## src/verilog/gpf_map.vh

```
// Register map, field positions and timing counts of the pin function block.
// Assumes inclusion by bare name from the design files of this block.
`ifndef GPF_MAP_VH
`define GPF_MAP_VH

// ============================================================
// Register offsets
`define GPF_OFS_COMPARATOR_STATUS   8'h23
`define GPF_OFS_PIN_CONFIG   8'h24
`define GPF_OFS_DAC_TRIG     8'h21

// ============================================================
// Reset values and write mask
`define GPF_COMPARATOR_STATUS_RST   16'h0000
`define GPF_PIN_CONFIG_RST   16'h0000
`define GPF_PIN_CONFIG_WMASK 16'hBFFF

// ============================================================
// Status bit positions
`define GPF_ST_PROTECT       8
`define GPF_ST_WIN_CH0       7
`define GPF_ST_WIN_CH1       4
`define GPF_ST_CMP_CH0       3
`define GPF_ST_CMP_CH1       0

// ============================================================
// Configuration fields
`define GPF_CF_DEGLITCH      15
`define GPF_CF_OUT_EN        13
`define GPF_CF_OUT_SRC_HI    12
`define GPF_CF_OUT_SRC_LO    9
`define GPF_CF_MASK_HI       8
`define GPF_CF_MASK_LO       5
`define GPF_CF_FUNC_HI       4
`define GPF_CF_FUNC_LO       1
`define GPF_CF_IN_EN         0

// Compare-clear trigger bits in the channel trigger register
`define GPF_TRG_CLR_CH1      15
`define GPF_TRG_CLR_CH0      3

// ============================================================
// Output source codes
`define GPF_SRC_MEM_BUSY     4'h1
`define GPF_SRC_CH1_BUSY     4'h4
`define GPF_SRC_CH0_BUSY     4'h7
`define GPF_SRC_CH1_WIN      4'h8
`define GPF_SRC_CH0_WIN      4'hB

// Input function codes
`define GPF_FN_FAULT_DUMP    4'h2
`define GPF_FN_CURRENT_PDN   4'h3
`define GPF_FN_VOLTAGE_PDN   4'h4
`define GPF_FN_PROTECT       4'h5
`define GPF_FN_CLEAR         4'h7
`define GPF_FN_UPDATE        4'h8
`define GPF_FN_WAVE          4'h9
`define GPF_FN_MARGIN        4'hA
`define GPF_FN_RESET         4'hB
`define GPF_FN_MEM_PROTECT   4'hC
`define GPF_FN_REG_LOCK      4'hD

// Protect modes
`define GPF_PROT_HIZ         2'h0

// ============================================================
// Timing
`define GPF_CLK_MHZ          200
`define GPF_DGL_NS           50
`define GPF_DGL_CYCLES       ((`GPF_DGL_NS * `GPF_CLK_MHZ + 999) / 1000)

`endif

```

## src/verilog/gpf_deglitch.v

```verilog
// Deglitch filter for the synchronised pin level.
// Assumes a level already synchronous to ref_clk_in.
`include "gpf_map.vh"
`default_nettype none

module gpf_deglitch (
  // Clock and reset
  input  wire ref_clk_in,
  input  wire srst_in,
  // Level in and filtered level out
  input  wire level_in,
  output wire level_out
);

  localparam [31:0] DGL_LAST_W = (`GPF_DGL_CYCLES) - 1;
  localparam [7:0]  DGL_LAST   = DGL_LAST_W[7:0];

  reg       level_q;
  reg [7:0] cnt_q;

  // ============================================================
  // Filter
  // A new level must persist for the full window before it passes;
  // the price is a fixed extra delay on every edge.
  always @(posedge ref_clk_in) begin
    if (srst_in) begin
      level_q <= 1'b1;
      cnt_q   <= 8'h00;
    end else if (level_in == level_q) begin
      cnt_q <= 8'h00;
    end else if (cnt_q == DGL_LAST) begin
      level_q <= level_in;
      cnt_q   <= 8'h00;
    end else begin
      cnt_q <= cnt_q + 8'h01;
    end
  end

  assign level_out = level_q;

endmodule

`default_nettype wire

```

## src/verilog/gpf_top.v

```verilog
// General-purpose pin function logic with comparator status register.
// Assumes a register port from the serial interface logic of the device
// and comparator, busy and protect hand-shake signals from the channels.
`include "gpf_map.vh"
`default_nettype none

module gpf_top (
  // Clock and reset
  input  wire        ref_clk_in,
  input  wire        srst_in,
  // Register port
  input  wire [7:0]  reg_addr_in,
  input  wire        reg_wr_in,
  input  wire [15:0] reg_wdata_in,
  input  wire        reg_rd_in,
  output reg  [15:0] reg_rdata_out,
  output reg         reg_rvalid_out,
  // Pin
  input  wire        gpio_pin_in,
  output reg         gpio_pin_out,
  output wire        gpio_pin_oe_out,
  // Channel state in, index 0 is channel 0
  input  wire [1:0]  compare_raw_in,
  input  wire [1:0]  window_raw_in,
  input  wire        window_hold_enable_in,
  input  wire [1:0]  channel_busy_in,
  input  wire        memory_program_busy_in,
  input  wire [1:0]  protect_mode_in,
  input  wire        protect_load_done_in,
  // Triggered actions, index 0 is channel 0
  output reg  [1:0]  compare_result_clear_out,
  output reg         fault_dump_out,
  output reg  [1:0]  current_powerdown_out,
  output reg  [1:0]  current_powerup_out,
  output reg  [1:0]  voltage_powerdown_out,
  output reg  [1:0]  voltage_powerup_out,
  output wire        clear_outputs_out,
  output reg  [1:0]  output_update_strobe_out,
  output reg  [1:0]  wave_stop_out,
  output reg  [1:0]  wave_start_out,
  output reg  [1:0]  margin_low_out,
  output reg  [1:0]  margin_high_out,
  output reg         device_reset_out,
  output reg         memory_write_allow_out,
  output reg         register_lock_out,
  // Protect sequence
  output reg         protect_load_out,
  output reg  [1:0]  protect_target_out,
  output reg         protect_powerdown_out
);

  localparam [1:0] P_IDLE = 2'd0;
  localparam [1:0] P_LOAD = 2'd1;
  localparam [1:0] P_WAIT = 2'd2;

  // ============================================================
  // Helpers
  // Mask field to channel vector: mask bit 3 is channel 0
  function [1:0] chan_of_mask;
    input [3:0] mask;
    begin
      chan_of_mask = {mask[0], mask[3]};
    end
  endfunction

  // Known input codes; any other code does nothing
  function fn_valid;
    input [3:0] fn;
    begin
      case (fn)
        `GPF_FN_FAULT_DUMP, `GPF_FN_CURRENT_PDN, `GPF_FN_VOLTAGE_PDN,
        `GPF_FN_PROTECT, `GPF_FN_CLEAR, `GPF_FN_UPDATE, `GPF_FN_WAVE,
        `GPF_FN_MARGIN, `GPF_FN_RESET, `GPF_FN_MEM_PROTECT,
        `GPF_FN_REG_LOCK: fn_valid = 1'b1;
        default:          fn_valid = 1'b0;
      endcase
    end
  endfunction

  reg  [15:0] cfg_q;
  reg         protect_flag_q;
  reg  [1:0]  win_q;
  reg  [1:0]  cmp_meta_q;
  reg  [1:0]  cmp_sync_q;
  reg         pin_meta_q;
  reg         pin_sync_q;
  reg         pin_prev_q;
  reg  [1:0]  prot_state_q;
  wire        pin_filt;
  wire        pin_lvl;
  wire        pin_fall;
  wire        pin_rise;
  wire [3:0]  fn;
  wire [1:0]  chan;
  wire        in_on;
  wire        wr_cfg;
  wire        wr_trig;
  wire        rd_status;
  wire [1:0]  cmp_clr;
  wire        protect_go;
  wire [15:0] status;

  // ============================================================
  // Register port
  assign wr_cfg    = reg_wr_in && (reg_addr_in == `GPF_OFS_PIN_CONFIG)
                     && !register_lock_out;
  // The lock covers the trigger register as well, not only the config
  assign wr_trig   = reg_wr_in && (reg_addr_in == `GPF_OFS_DAC_TRIG)
                     && !register_lock_out;
  assign rd_status = reg_rd_in && (reg_addr_in == `GPF_OFS_COMPARATOR_STATUS);
  assign cmp_clr   = wr_trig ? {reg_wdata_in[`GPF_TRG_CLR_CH1],
                                reg_wdata_in[`GPF_TRG_CLR_CH0]} : 2'b00;

  always @(posedge ref_clk_in) begin
    if (srst_in) begin
      cfg_q <= `GPF_PIN_CONFIG_RST;
    end else if (wr_cfg) begin
      cfg_q <= reg_wdata_in & `GPF_PIN_CONFIG_WMASK;
    end
  end

  assign status = {7'h00, protect_flag_q, win_q[0], 2'b00, win_q[1],
                   cmp_sync_q[0], 2'b00, cmp_sync_q[1]};

  always @(posedge ref_clk_in) begin
    if (srst_in) begin
      reg_rdata_out  <= 16'h0000;
      reg_rvalid_out <= 1'b0;
    end else begin
      reg_rvalid_out <= reg_rd_in;
      if (!reg_rd_in) begin
        reg_rdata_out <= reg_rdata_out;
      end else if (reg_addr_in == `GPF_OFS_COMPARATOR_STATUS) begin
        reg_rdata_out <= status;
      end else if (reg_addr_in == `GPF_OFS_PIN_CONFIG) begin
        reg_rdata_out <= cfg_q;
      end else begin
        reg_rdata_out <= 16'h0000;
      end
    end
  end

  // ============================================================
  // Comparator results
  always @(posedge ref_clk_in) begin
    if (srst_in) begin
      cmp_meta_q <= 2'b00;
      cmp_sync_q <= 2'b00;
      win_q      <= 2'b00;
      compare_result_clear_out <= 2'b00;
    end else begin
      cmp_meta_q <= compare_raw_in;
      cmp_sync_q <= cmp_meta_q;
      // Self-clearing trigger: a one-cycle pulse per write
      compare_result_clear_out <= cmp_clr;
      if (window_hold_enable_in) begin
        // A new result in the clearing cycle is kept
        win_q <= window_raw_in | (win_q & ~cmp_clr);
      end else begin
        win_q <= window_raw_in;
      end
    end
  end

  // ============================================================
  // Pin output
  assign gpio_pin_oe_out = cfg_q[`GPF_CF_OUT_EN];

  always @(posedge ref_clk_in) begin
    if (srst_in) begin
      gpio_pin_out <= 1'b0;
    end else begin
      case (cfg_q[`GPF_CF_OUT_SRC_HI:`GPF_CF_OUT_SRC_LO])
        `GPF_SRC_MEM_BUSY: gpio_pin_out <= memory_program_busy_in;
        `GPF_SRC_CH1_BUSY: gpio_pin_out <= channel_busy_in[1];
        `GPF_SRC_CH0_BUSY: gpio_pin_out <= channel_busy_in[0];
        `GPF_SRC_CH1_WIN:  gpio_pin_out <= win_q[1];
        `GPF_SRC_CH0_WIN:  gpio_pin_out <= win_q[0];
        default:           gpio_pin_out <= 1'b0;
      endcase
    end
  end

  // ============================================================
  // Pin input path
  always @(posedge ref_clk_in) begin
    if (srst_in) begin
      pin_meta_q <= 1'b1;
      pin_sync_q <= 1'b1;
      pin_prev_q <= 1'b1;
    end else begin
      pin_meta_q <= gpio_pin_in;
      pin_sync_q <= pin_meta_q;
      pin_prev_q <= pin_lvl;
    end
  end

  gpf_deglitch u_deglitch (
    .ref_clk_in (ref_clk_in),
    .srst_in    (srst_in),
    .level_in   (pin_sync_q),
    .level_out  (pin_filt)
  );

  assign pin_lvl  = cfg_q[`GPF_CF_DEGLITCH] ? pin_filt : pin_sync_q;
  assign in_on    = cfg_q[`GPF_CF_IN_EN];
  assign fn       = cfg_q[`GPF_CF_FUNC_HI:`GPF_CF_FUNC_LO];
  assign chan     = chan_of_mask(cfg_q[`GPF_CF_MASK_HI:`GPF_CF_MASK_LO]);
  // Edges are judged on consecutive samples, so each edge fires once
  assign pin_fall = in_on && fn_valid(fn) && pin_prev_q && !pin_lvl;
  assign pin_rise = in_on && fn_valid(fn) && !pin_prev_q && pin_lvl;

  assign clear_outputs_out = in_on && (fn == `GPF_FN_CLEAR)
                             && !pin_lvl;
  assign protect_go = pin_fall && (fn == `GPF_FN_PROTECT);

  // ============================================================
  // Edge-triggered functions
  always @(posedge ref_clk_in) begin
    if (srst_in) begin
      fault_dump_out           <= 1'b0;
      current_powerdown_out    <= 2'b00;
      current_powerup_out      <= 2'b00;
      voltage_powerdown_out    <= 2'b00;
      voltage_powerup_out      <= 2'b00;
      output_update_strobe_out <= 2'b00;
      wave_stop_out            <= 2'b00;
      wave_start_out           <= 2'b00;
      margin_low_out           <= 2'b00;
      margin_high_out          <= 2'b00;
      device_reset_out         <= 1'b0;
      memory_write_allow_out   <= 1'b0;
      register_lock_out        <= 1'b0;
    end else begin
      fault_dump_out <= pin_fall && (fn == `GPF_FN_FAULT_DUMP);
      current_powerdown_out <=
        (pin_fall && fn == `GPF_FN_CURRENT_PDN) ? chan : 2'b00;
      current_powerup_out <=
        (pin_rise && fn == `GPF_FN_CURRENT_PDN) ? chan : 2'b00;
      voltage_powerdown_out <=
        (pin_fall && fn == `GPF_FN_VOLTAGE_PDN) ? chan : 2'b00;
      voltage_powerup_out <=
        (pin_rise && fn == `GPF_FN_VOLTAGE_PDN) ? chan : 2'b00;
      output_update_strobe_out <=
        (pin_fall && fn == `GPF_FN_UPDATE) ? chan : 2'b00;
      wave_stop_out <=
        (pin_fall && fn == `GPF_FN_WAVE) ? chan : 2'b00;
      wave_start_out <=
        (pin_rise && fn == `GPF_FN_WAVE) ? chan : 2'b00;
      margin_low_out <=
        (pin_fall && fn == `GPF_FN_MARGIN) ? chan : 2'b00;
      margin_high_out <=
        (pin_rise && fn == `GPF_FN_MARGIN) ? chan : 2'b00;
      if (fn == `GPF_FN_RESET) begin
        if (pin_fall) begin
          device_reset_out <= 1'b1;
        end else if (pin_rise) begin
          device_reset_out <= 1'b0;
        end
      end
      if (fn == `GPF_FN_MEM_PROTECT) begin
        if (pin_fall) begin
          memory_write_allow_out <= 1'b1;
        end else if (pin_rise) begin
          memory_write_allow_out <= 1'b0;
        end
      end
      if (fn == `GPF_FN_REG_LOCK) begin
        if (pin_fall) begin
          register_lock_out <= 1'b0;
        end else if (pin_rise) begin
          register_lock_out <= 1'b1;
        end
      end
    end
  end

  // ============================================================
  // Protect sequence
  always @(posedge ref_clk_in) begin
    if (srst_in) begin
      prot_state_q          <= P_IDLE;
      protect_load_out      <= 1'b0;
      protect_target_out    <= 2'b00;
      protect_powerdown_out <= 1'b0;
    end else begin
      protect_load_out      <= 1'b0;
      protect_powerdown_out <= 1'b0;
      case (prot_state_q)
        P_IDLE: begin
          if (protect_go) begin
            protect_target_out <= protect_mode_in;
            if (protect_mode_in == `GPF_PROT_HIZ) begin
              protect_powerdown_out <= 1'b1;
            end else begin
              prot_state_q <= P_LOAD;
            end
          end
        end
        P_LOAD: begin
          protect_load_out <= 1'b1;
          prot_state_q     <= P_WAIT;
        end
        P_WAIT: begin
          // Power-down waits for the preload or slew to finish
          if (protect_load_done_in) begin
            protect_powerdown_out <= 1'b1;
            prot_state_q          <= P_IDLE;
          end
        end
        default: begin
          prot_state_q <= P_IDLE;
        end
      endcase
    end
  end

  // Set wins over the read that clears it
  always @(posedge ref_clk_in) begin
    if (srst_in) begin
      protect_flag_q <= 1'b0;
    end else if (protect_go || prot_state_q != P_IDLE) begin
      protect_flag_q <= 1'b1;
    end else if (rd_status) begin
      protect_flag_q <= 1'b0;
    end
  end

endmodule

`default_nettype wire

```

## config.mk

```make
export PLATFORM = sky130hd
export DESIGN_NAME = gpf_top
export DESIGN_NICKNAME = d
export VERILOG_FILES = /design/src/verilog/gpf_deglitch.v /design/src/verilog/gpf_top.v
export VERILOG_INCLUDE_DIRS = /design/src /design/src/verilog
export SDC_FILE = /design/constraint.sdc
export NUM_CORES = 1
export LEC_CHECK = 0
export BUFFER_PORTS_ARGS = -buffer_cell sky130_fd_sc_hd__buf_4
export CORE_UTILIZATION = 45
export DETAILED_ROUTE_END_ITERATION = 6
export PLACE_DENSITY_LB_ADDON = 0.15
export SLEW_MARGIN = 20
export SYNTH_ARGS = -nofsm -noshare
export SYNTH_HDL_FRONTEND = slang
export SYNTH_SLANG_ARGS = --single-unit
```

## constraint.sdc

```tcl
create_clock -name ref_clk_in -period 1.65 [get_ports ref_clk_in]
set_clock_uncertainty 0.1 [all_clocks]
set_input_delay 0.0825 -clock ref_clk_in [delete_from_list [all_inputs] [get_ports ref_clk_in]]
set_output_delay 0.0825 -clock ref_clk_in [all_outputs]
set_load 0.05 [all_outputs]
```

# Yosys cells after proc, flatten, opt, wreduce, memory -nomap -nowiden
# Memories as Yosys holds them, arrays and structs flattened. A register that Yosys moved wholly into a read port is not among the register bits.
# Index checks and enable logic that the tools add are counted.
dict set report totals {
  ff_bits 82
  mem_bits_ro 32
  output_inout_bits 48
  n_memories 2
}
# memory depth width rd rd_clocked_by_memory_dff write_ports line_no
set mem_list {}
lappend mem_list {{(name not given)} 16 1 1 1 0 gpf_top.v:70} ;# case (fn)
lappend mem_list {{(name not given)} 16 1 1 1 0 gpf_top.v:70}
dict set report op_classes {
  reduce_logical 49
  mux 25
  bitwise_logic 13
  n_eq_ne 26
  addsub 1
}
# op count
set ops {}
lappend ops {{$eq A4 B4 Y1 const B} 8}
lappend ops {{$mux W16} 2}
lappend ops {{$eq A8 B6 Y1 const B} 3}
lappend ops {{$logic_and A1 B1 Y1} 24}
lappend ops {{$eq A4 B3 Y1 const B} 5}
lappend ops {{$reduce_or A2 Y1} 9}
lappend ops {{$mux W4} 4}
lappend ops {{$mux W1} 11}
lappend ops {{$mux W2} 5}
lappend ops {{$not A1 Y1} 10}
lappend ops {{$reduce_and A2 Y1} 5}
lappend ops {{$add A8 B1 Y8 const B} 1}
lappend ops {{$eq A4 B2 Y1 const B} 2}
lappend ops {{$eq A8 B4 Y1 const B} 1}
lappend ops {{$ne A2 B2 Y1 const B} 3}
lappend ops {{$pmux W2 S3} 1}
lappend ops {{$reduce_bool A2 Y1} 3}
lappend ops {{$pmux W1 S5} 1}
lappend ops {{$eq A4 B1 Y1 const B} 1}
lappend ops {{$logic_not A2 Y1} 2}
lappend ops {{$logic_not A1 Y1} 3}
lappend ops {{$reduce_and A3 Y1} 1}
lappend ops {{$reduce_or A3 Y1} 1}
lappend ops {{$and A2 B2 Y2} 1}
lappend ops {{other kinds (7)} 7}

# Logic depth before layout (Yosys ltp)
dict set report depth {
  word_depth 8
  mapped_depth 7
  depth_no_buf 6
}

# Modules after synthesis
# From an unflattened synthesis, not the netlist that was laid out.
dict set report unflattened {
  hier_cells 353
  hier_area_um2 3417.0
}
# module area_per_inst_um2 instances cells_per_inst
set modules_own_cells {}
lappend modules_own_cells {gpf_top 2996.6 1 308}
lappend modules_own_cells {gpf_deglitch 420.4 1 45}

# Least setup slack after synthesis
# Ideal clock, no wire load.
dict set report synth_timing {
  path_kind {input-to-reg}
  start {input port reg_addr_in[4]}
  end {register cfg_q[13]}
  required_ns 1.422
  path_slack_ns -0.149
  setup_ns 0.128
  n_path_buf 2
  path_stages 6
  arrival_ns 1.572
  cell_sequence {or4b_4 > or4_4 > buf_6 > buf_6 > mux2i_1 > nor2_1}
}
dict set report synth_between {
  elab_chain_len 3
}
# element line_no
set synth_lines {}
lappend synth_lines {{start: declaration} gpf_top.v:12} ;# input wire [7:0] reg_addr_in,
lappend synth_lines {{$eq A8 B6 Y1 (no line)} --}
lappend synth_lines {{$logic_and A1 B1 Y1 (2 in a row)} gpf_top.v:105} ;# assign wr_cfg = reg_wr_in && (reg_addr_in == `GPF_OFS_PIN_CONFIG)
lappend synth_lines {{end signal: assignment} gpf_top.v:116} ;# cfg_q <= `GPF_PIN_CONFIG_RST;
lappend synth_lines {{end signal: assignment} gpf_top.v:118} ;# cfg_q <= reg_wdata_in & `GPF_PIN_CONFIG_WMASK;
lappend synth_lines {{end: declaration} gpf_top.v:80} ;# reg [15:0] cfg_q;
# Every way passes these cells.
# A chain may end at the register's enable or synchronous reset.

# Final worst setup path
dict set report layout_timing {
  start {register cfg_q[15]}
  end {output port clear_outputs_out}
}
dict set report layout_between {
  elab_chain_len 3
}
# element line_no
set layout_lines {}
lappend layout_lines {{$mux W1} gpf_top.v:205} ;# assign pin_lvl = cfg_q[`GPF_CF_DEGLITCH] ? pin_filt : pin_sync_q;
lappend layout_lines {{$logic_not A1 Y1} gpf_top.v:214} ;# && !pin_lvl;
lappend layout_lines {{$logic_and A1 B1 Y1} gpf_top.v:213} ;# assign clear_outputs_out = in_on && (fn == `GPF_FN_CLEAR)
lappend layout_lines {{end: declaration} gpf_top.v:37} ;# output wire clear_outputs_out,
# Every way passes these cells.

==> metrics.md <==
| Metric | Value |
|---|---|
| Ys async rst share | `0%` |
| CP endpoint kind | `primary output` |
| WS Path Type | `register to primary output` |
| Inserted Diodes | `0` |
| Hold_ws | `~0.044 ns` |
| Total GRT Usage | `roughly 23%` |
| Gr busiest metal | `met2` |
| CTS tree | `built` |
| DR iter-0 viols | `179` |
| Final hold viol count | `0` |
| PwrDens | `837.2 nW/um^2` |
| Ys Warns | `0` |
| Logic gate share of total power | `7.0%` |
| Clock sinks | `82` |
| Number of global-route vias before repair | `2848` |
| Register area share after synthesis | `52.99%` |
| Syn nets | `372` |
| Post-DR vias/cell | `just over 5` |
| Residual DRC | `5` |
| Layout overhead on the synthesized area | `45.60%` |
| # H-tree levels | `3` |
| Post-synthesis simple-gate area fraction | `26.66%` |
| Core outline area | `roughly 6500 um^2` |
| Most instantiated cells after synthesis | `82 x dfxtp_1, 51 x nor2_1, 33 x nand2_1, 18 x mux2i_1, 15 x a21oi_1` |
| Seq pwr share | `53.0%` |
| Post-synth top area share | `52.99%` |
| Slew Limit Fails | `0` |
| Register area | `1645 um^2` |
| Synth Area in Compound Gates | `8.199%` |
| Syn Inst Count | `330` |
| Largest net degree at the start of global routing | `28` |
| Layout fillers | `537` |
| WP data required | `1.47 ns` |
| Most frequent cell after synthesis | `dfxtp_1` |
| Share of layout cells above drive strength 1 | `31.36%` |
| Initial antenna violation count | `0` |
| Failing checks | `design-rule violations` |
| Most area-consuming cells after synthesis | `dfxtp_1 53%, nor2_1 6.2%, mux2i_1 5.8%, nand2_1 4.0%, a21oi_1 2.4%` |
| Switch Pwr | `0.8780 mW` |
| Post-Synth Adder-Cell Area | `less than 1%` |
| Critical Path AT | `1.45 ns` |
| Final Cycle Share | `98.96%` |
| Starting Density | `47.70%` |
| Cell Int Power | `about 2.9 mW` |
| Placed cells | `504` |
| CTS Buf Count | `9` |
| Std cell rows | `29` |
| Worst hold path type | `primary input to register` |
| Total number of vias | `2824` |
| Finished Layout Cells | `549` |
| 1st-pass router iterations | `6` |
| GR Util met1 | `29.56%` |
| Top FF cell, synth | `dfxtp_1` |
| Global-route wire length before repair | `between 10000 and 15000 um` |
| Die area | `just over 7000 um^2` |
| Post-synth EDFFs | `0` |
| Area of the multi-input gates | `1386 um^2` |
| Die Height | `between 80 and 90 um` |
| WL per Instance | `14.29 um` |
| Post-route ant nets | `0` |
| Fmax achieved | `612.4 MHz` |
| #FFs+latches synth | `82` |
| TNS Setup | `0 ns` |
| Main combinational cell family by area after synthesis | `simple AND/OR/NAND/NOR gates` |
| Clock share of power | `40.0%` |
| Worst Path Max Fanout | `3` |
| Total grt overflow | `0` |
| Post-DP HPWL | `5418 um` |
| Max VDD drop | `422.4 uV` |
| Clk_lat worst skew | `0.35 ns` |
| Max Cap Violations | `0` |
| Met3 usage | `under 10%` |
| Number of port buffers | `85` |
| # IOs | `88` |
| Clk slew on worst S/H paths | `0.08 ns` |
| Area leader, netlist | `dfxtp_1` |
| Clk root buf | `clkbuf_8` |
| Leak | `slightly below 2 nW` |
| Clk buf depth | `2` |
| Post-Syn Area | `3098 um^2` |
| GRT met2 Usage | `38.42%` |
| Final GP Congestion | `0.7821` |
| CP Launch Type | `register` |
| Post-Synth XOR/XNOR Area | `about 2.3%` |
| # setup viols final | `0` |
| Post-layout min period | `roughly 1.6 ns` |
| Mean post-synth cell area | `9.388 um^2` |
| Routed WL | `about 7800 um` |
| Net count, final | `509` |
| Die width | `~85 um` |
| RSZ-0062 raised after global routing | `true` |
| Switching Fraction | `between 20% and 30%` |
| Outcome | `complete, but fails checks` |
| Cell variety after synth | `50` |
| Post-synthesis mux area share | `around 5.8%` |
per-layer routing:
| layer | wire length, um | vias to the layer above | share of wire (%) |
|---|---|---|---|
| met5 | 0 | - | 0 |
| met4 | 119 | 0 | 1.5 |
| met3 | 438 | 9 | 5.6 |
| met2 | 3787 | 100 | 48 |
| met1 | 3499 | 1297 | 45 |
| li1 | - | 1418 | - |
flip-flops by register name (all words and copies together), names as in the netlist, 2 cells and up, named ones only:
signal	flops
win_q	2
margin_high_out	2
wave_start_out	2
u_deglitch.cnt_q	8
wave_stop_out	2
compare_result_clear_out	2
protect_target_out	2
margin_low_out	2
voltage_powerup_out	2
voltage_powerdown_out	2
current_powerdown_out	2
output_update_strobe_out	2
cmp_meta_q	2
current_powerup_out	2
cmp_sync_q	2
reg_rdata_out	15
prot_state_q	2
cfg_q	15
through the flow:
step / total power [mW] / setup WS [ns] / utilization, % / instance area (um^2)
4_1_cts: 3.794 / 0.0002773 / 69.02 / 4483
6_report: 3.776 / 0.01715 / 69.45 / 4511
3_3_place_gp: 2.249 / -0.2883 / 61.22 / 3976
3_5_place_dp: 2.251 / -0.2934 / 61.22 / 3976
2_1_floorplan: 2.129 / -0.1464 / - / 3102
5_1_grt: 3.924 / -0.03247 / 69.45 / 4511
final cells by class:
type / instances / share of cell area [%]
clock buffers: 10 / 3.051
clock inverters: 6 / 1.609
inverters: 5 / 0.4161
multi-input cells: 227 / 30.74
flip-flops and latches: 82 / 36.48
well taps: 77 / 2.136
repair buffers: 142 / 25.58
worst paths after layout:
kind	slack (ns)	cells after the start	from	to
worst max-delay path	0.02	4	cfg_q[15]	clear_outputs_out
worst min register to register	0.32	1	pin_meta_q	pin_sync_q
worst max register to register	0.09	6	cfg_q[15]	register_lock_out
worst min-delay path	0.04	4	reg_rd_in	protect_flag_q
layout by cell type, fill, tap and decap left out, types with 3 or more instances in the layout:
cell / instances
nor4b_1: 3
dfxtp_2: 3
nand2_1: 33
nand2b_1: 6
a31oi_1: 3
and2_1: 6
o21ai_0: 3
mux2i_1: 17
xnor2_1: 3
nor2_1: 51
inv_1: 5
nand3_1: 11
nor2b_1: 8
nor3b_1: 5
a21oi_1: 15
buf_4: 113
a221o_1: 5
nor3_1: 9
dfxtp_1: 79
xor2_1: 5
and3_1: 5
dlygate4sd3_1: 27
nand4_1: 4
nor4_1: 3
clkbuf_8: 10
what timing repair did:
| item | CTS | global route |
|---|---|---|
| hold buffers | 27 | 0 |
| pin swaps | 0 | 1 |
| setup buffers | 2 | 0 |
| setup endpoints to repair | 1 | 24 |
| resized for setup | 5 | 7 |
| hold endpoints to repair | 31 | 0 |
cell families after synthesis:
family                     after synthesis
buffers and inverters                   21
muxes                                   18
xor gates and xnor gates                 8
other                                    1
and+or+nand+nor                        161
AOI/OAI and AO/OA                       37
adders and majority gates                2
DFF                                     82
power by group through the flow:
stage | registers (mW) | clock network (mW) | logic [mW]
6_report | 2.00 | 1.51 | 0.264
5_1_grt | 2.00 | 1.64 | 0.283
4_1_cts | 2.00 | 1.53 | 0.258
3_5_place_dp | 2.05 | 0 | 0.203
3_3_place_gp | 2.05 | 0 | 0.202
2_1_floorplan | 2.06 | 0 | 0.0699
worst max-delay path: stages (launching register included):
cell	delay, ns
dfxtp_2	0.37
mux2i_2	0.27
buf_4	0.16
and3_4	0.18
buf_8	0.14
Power figures use the tool's default switching activity.
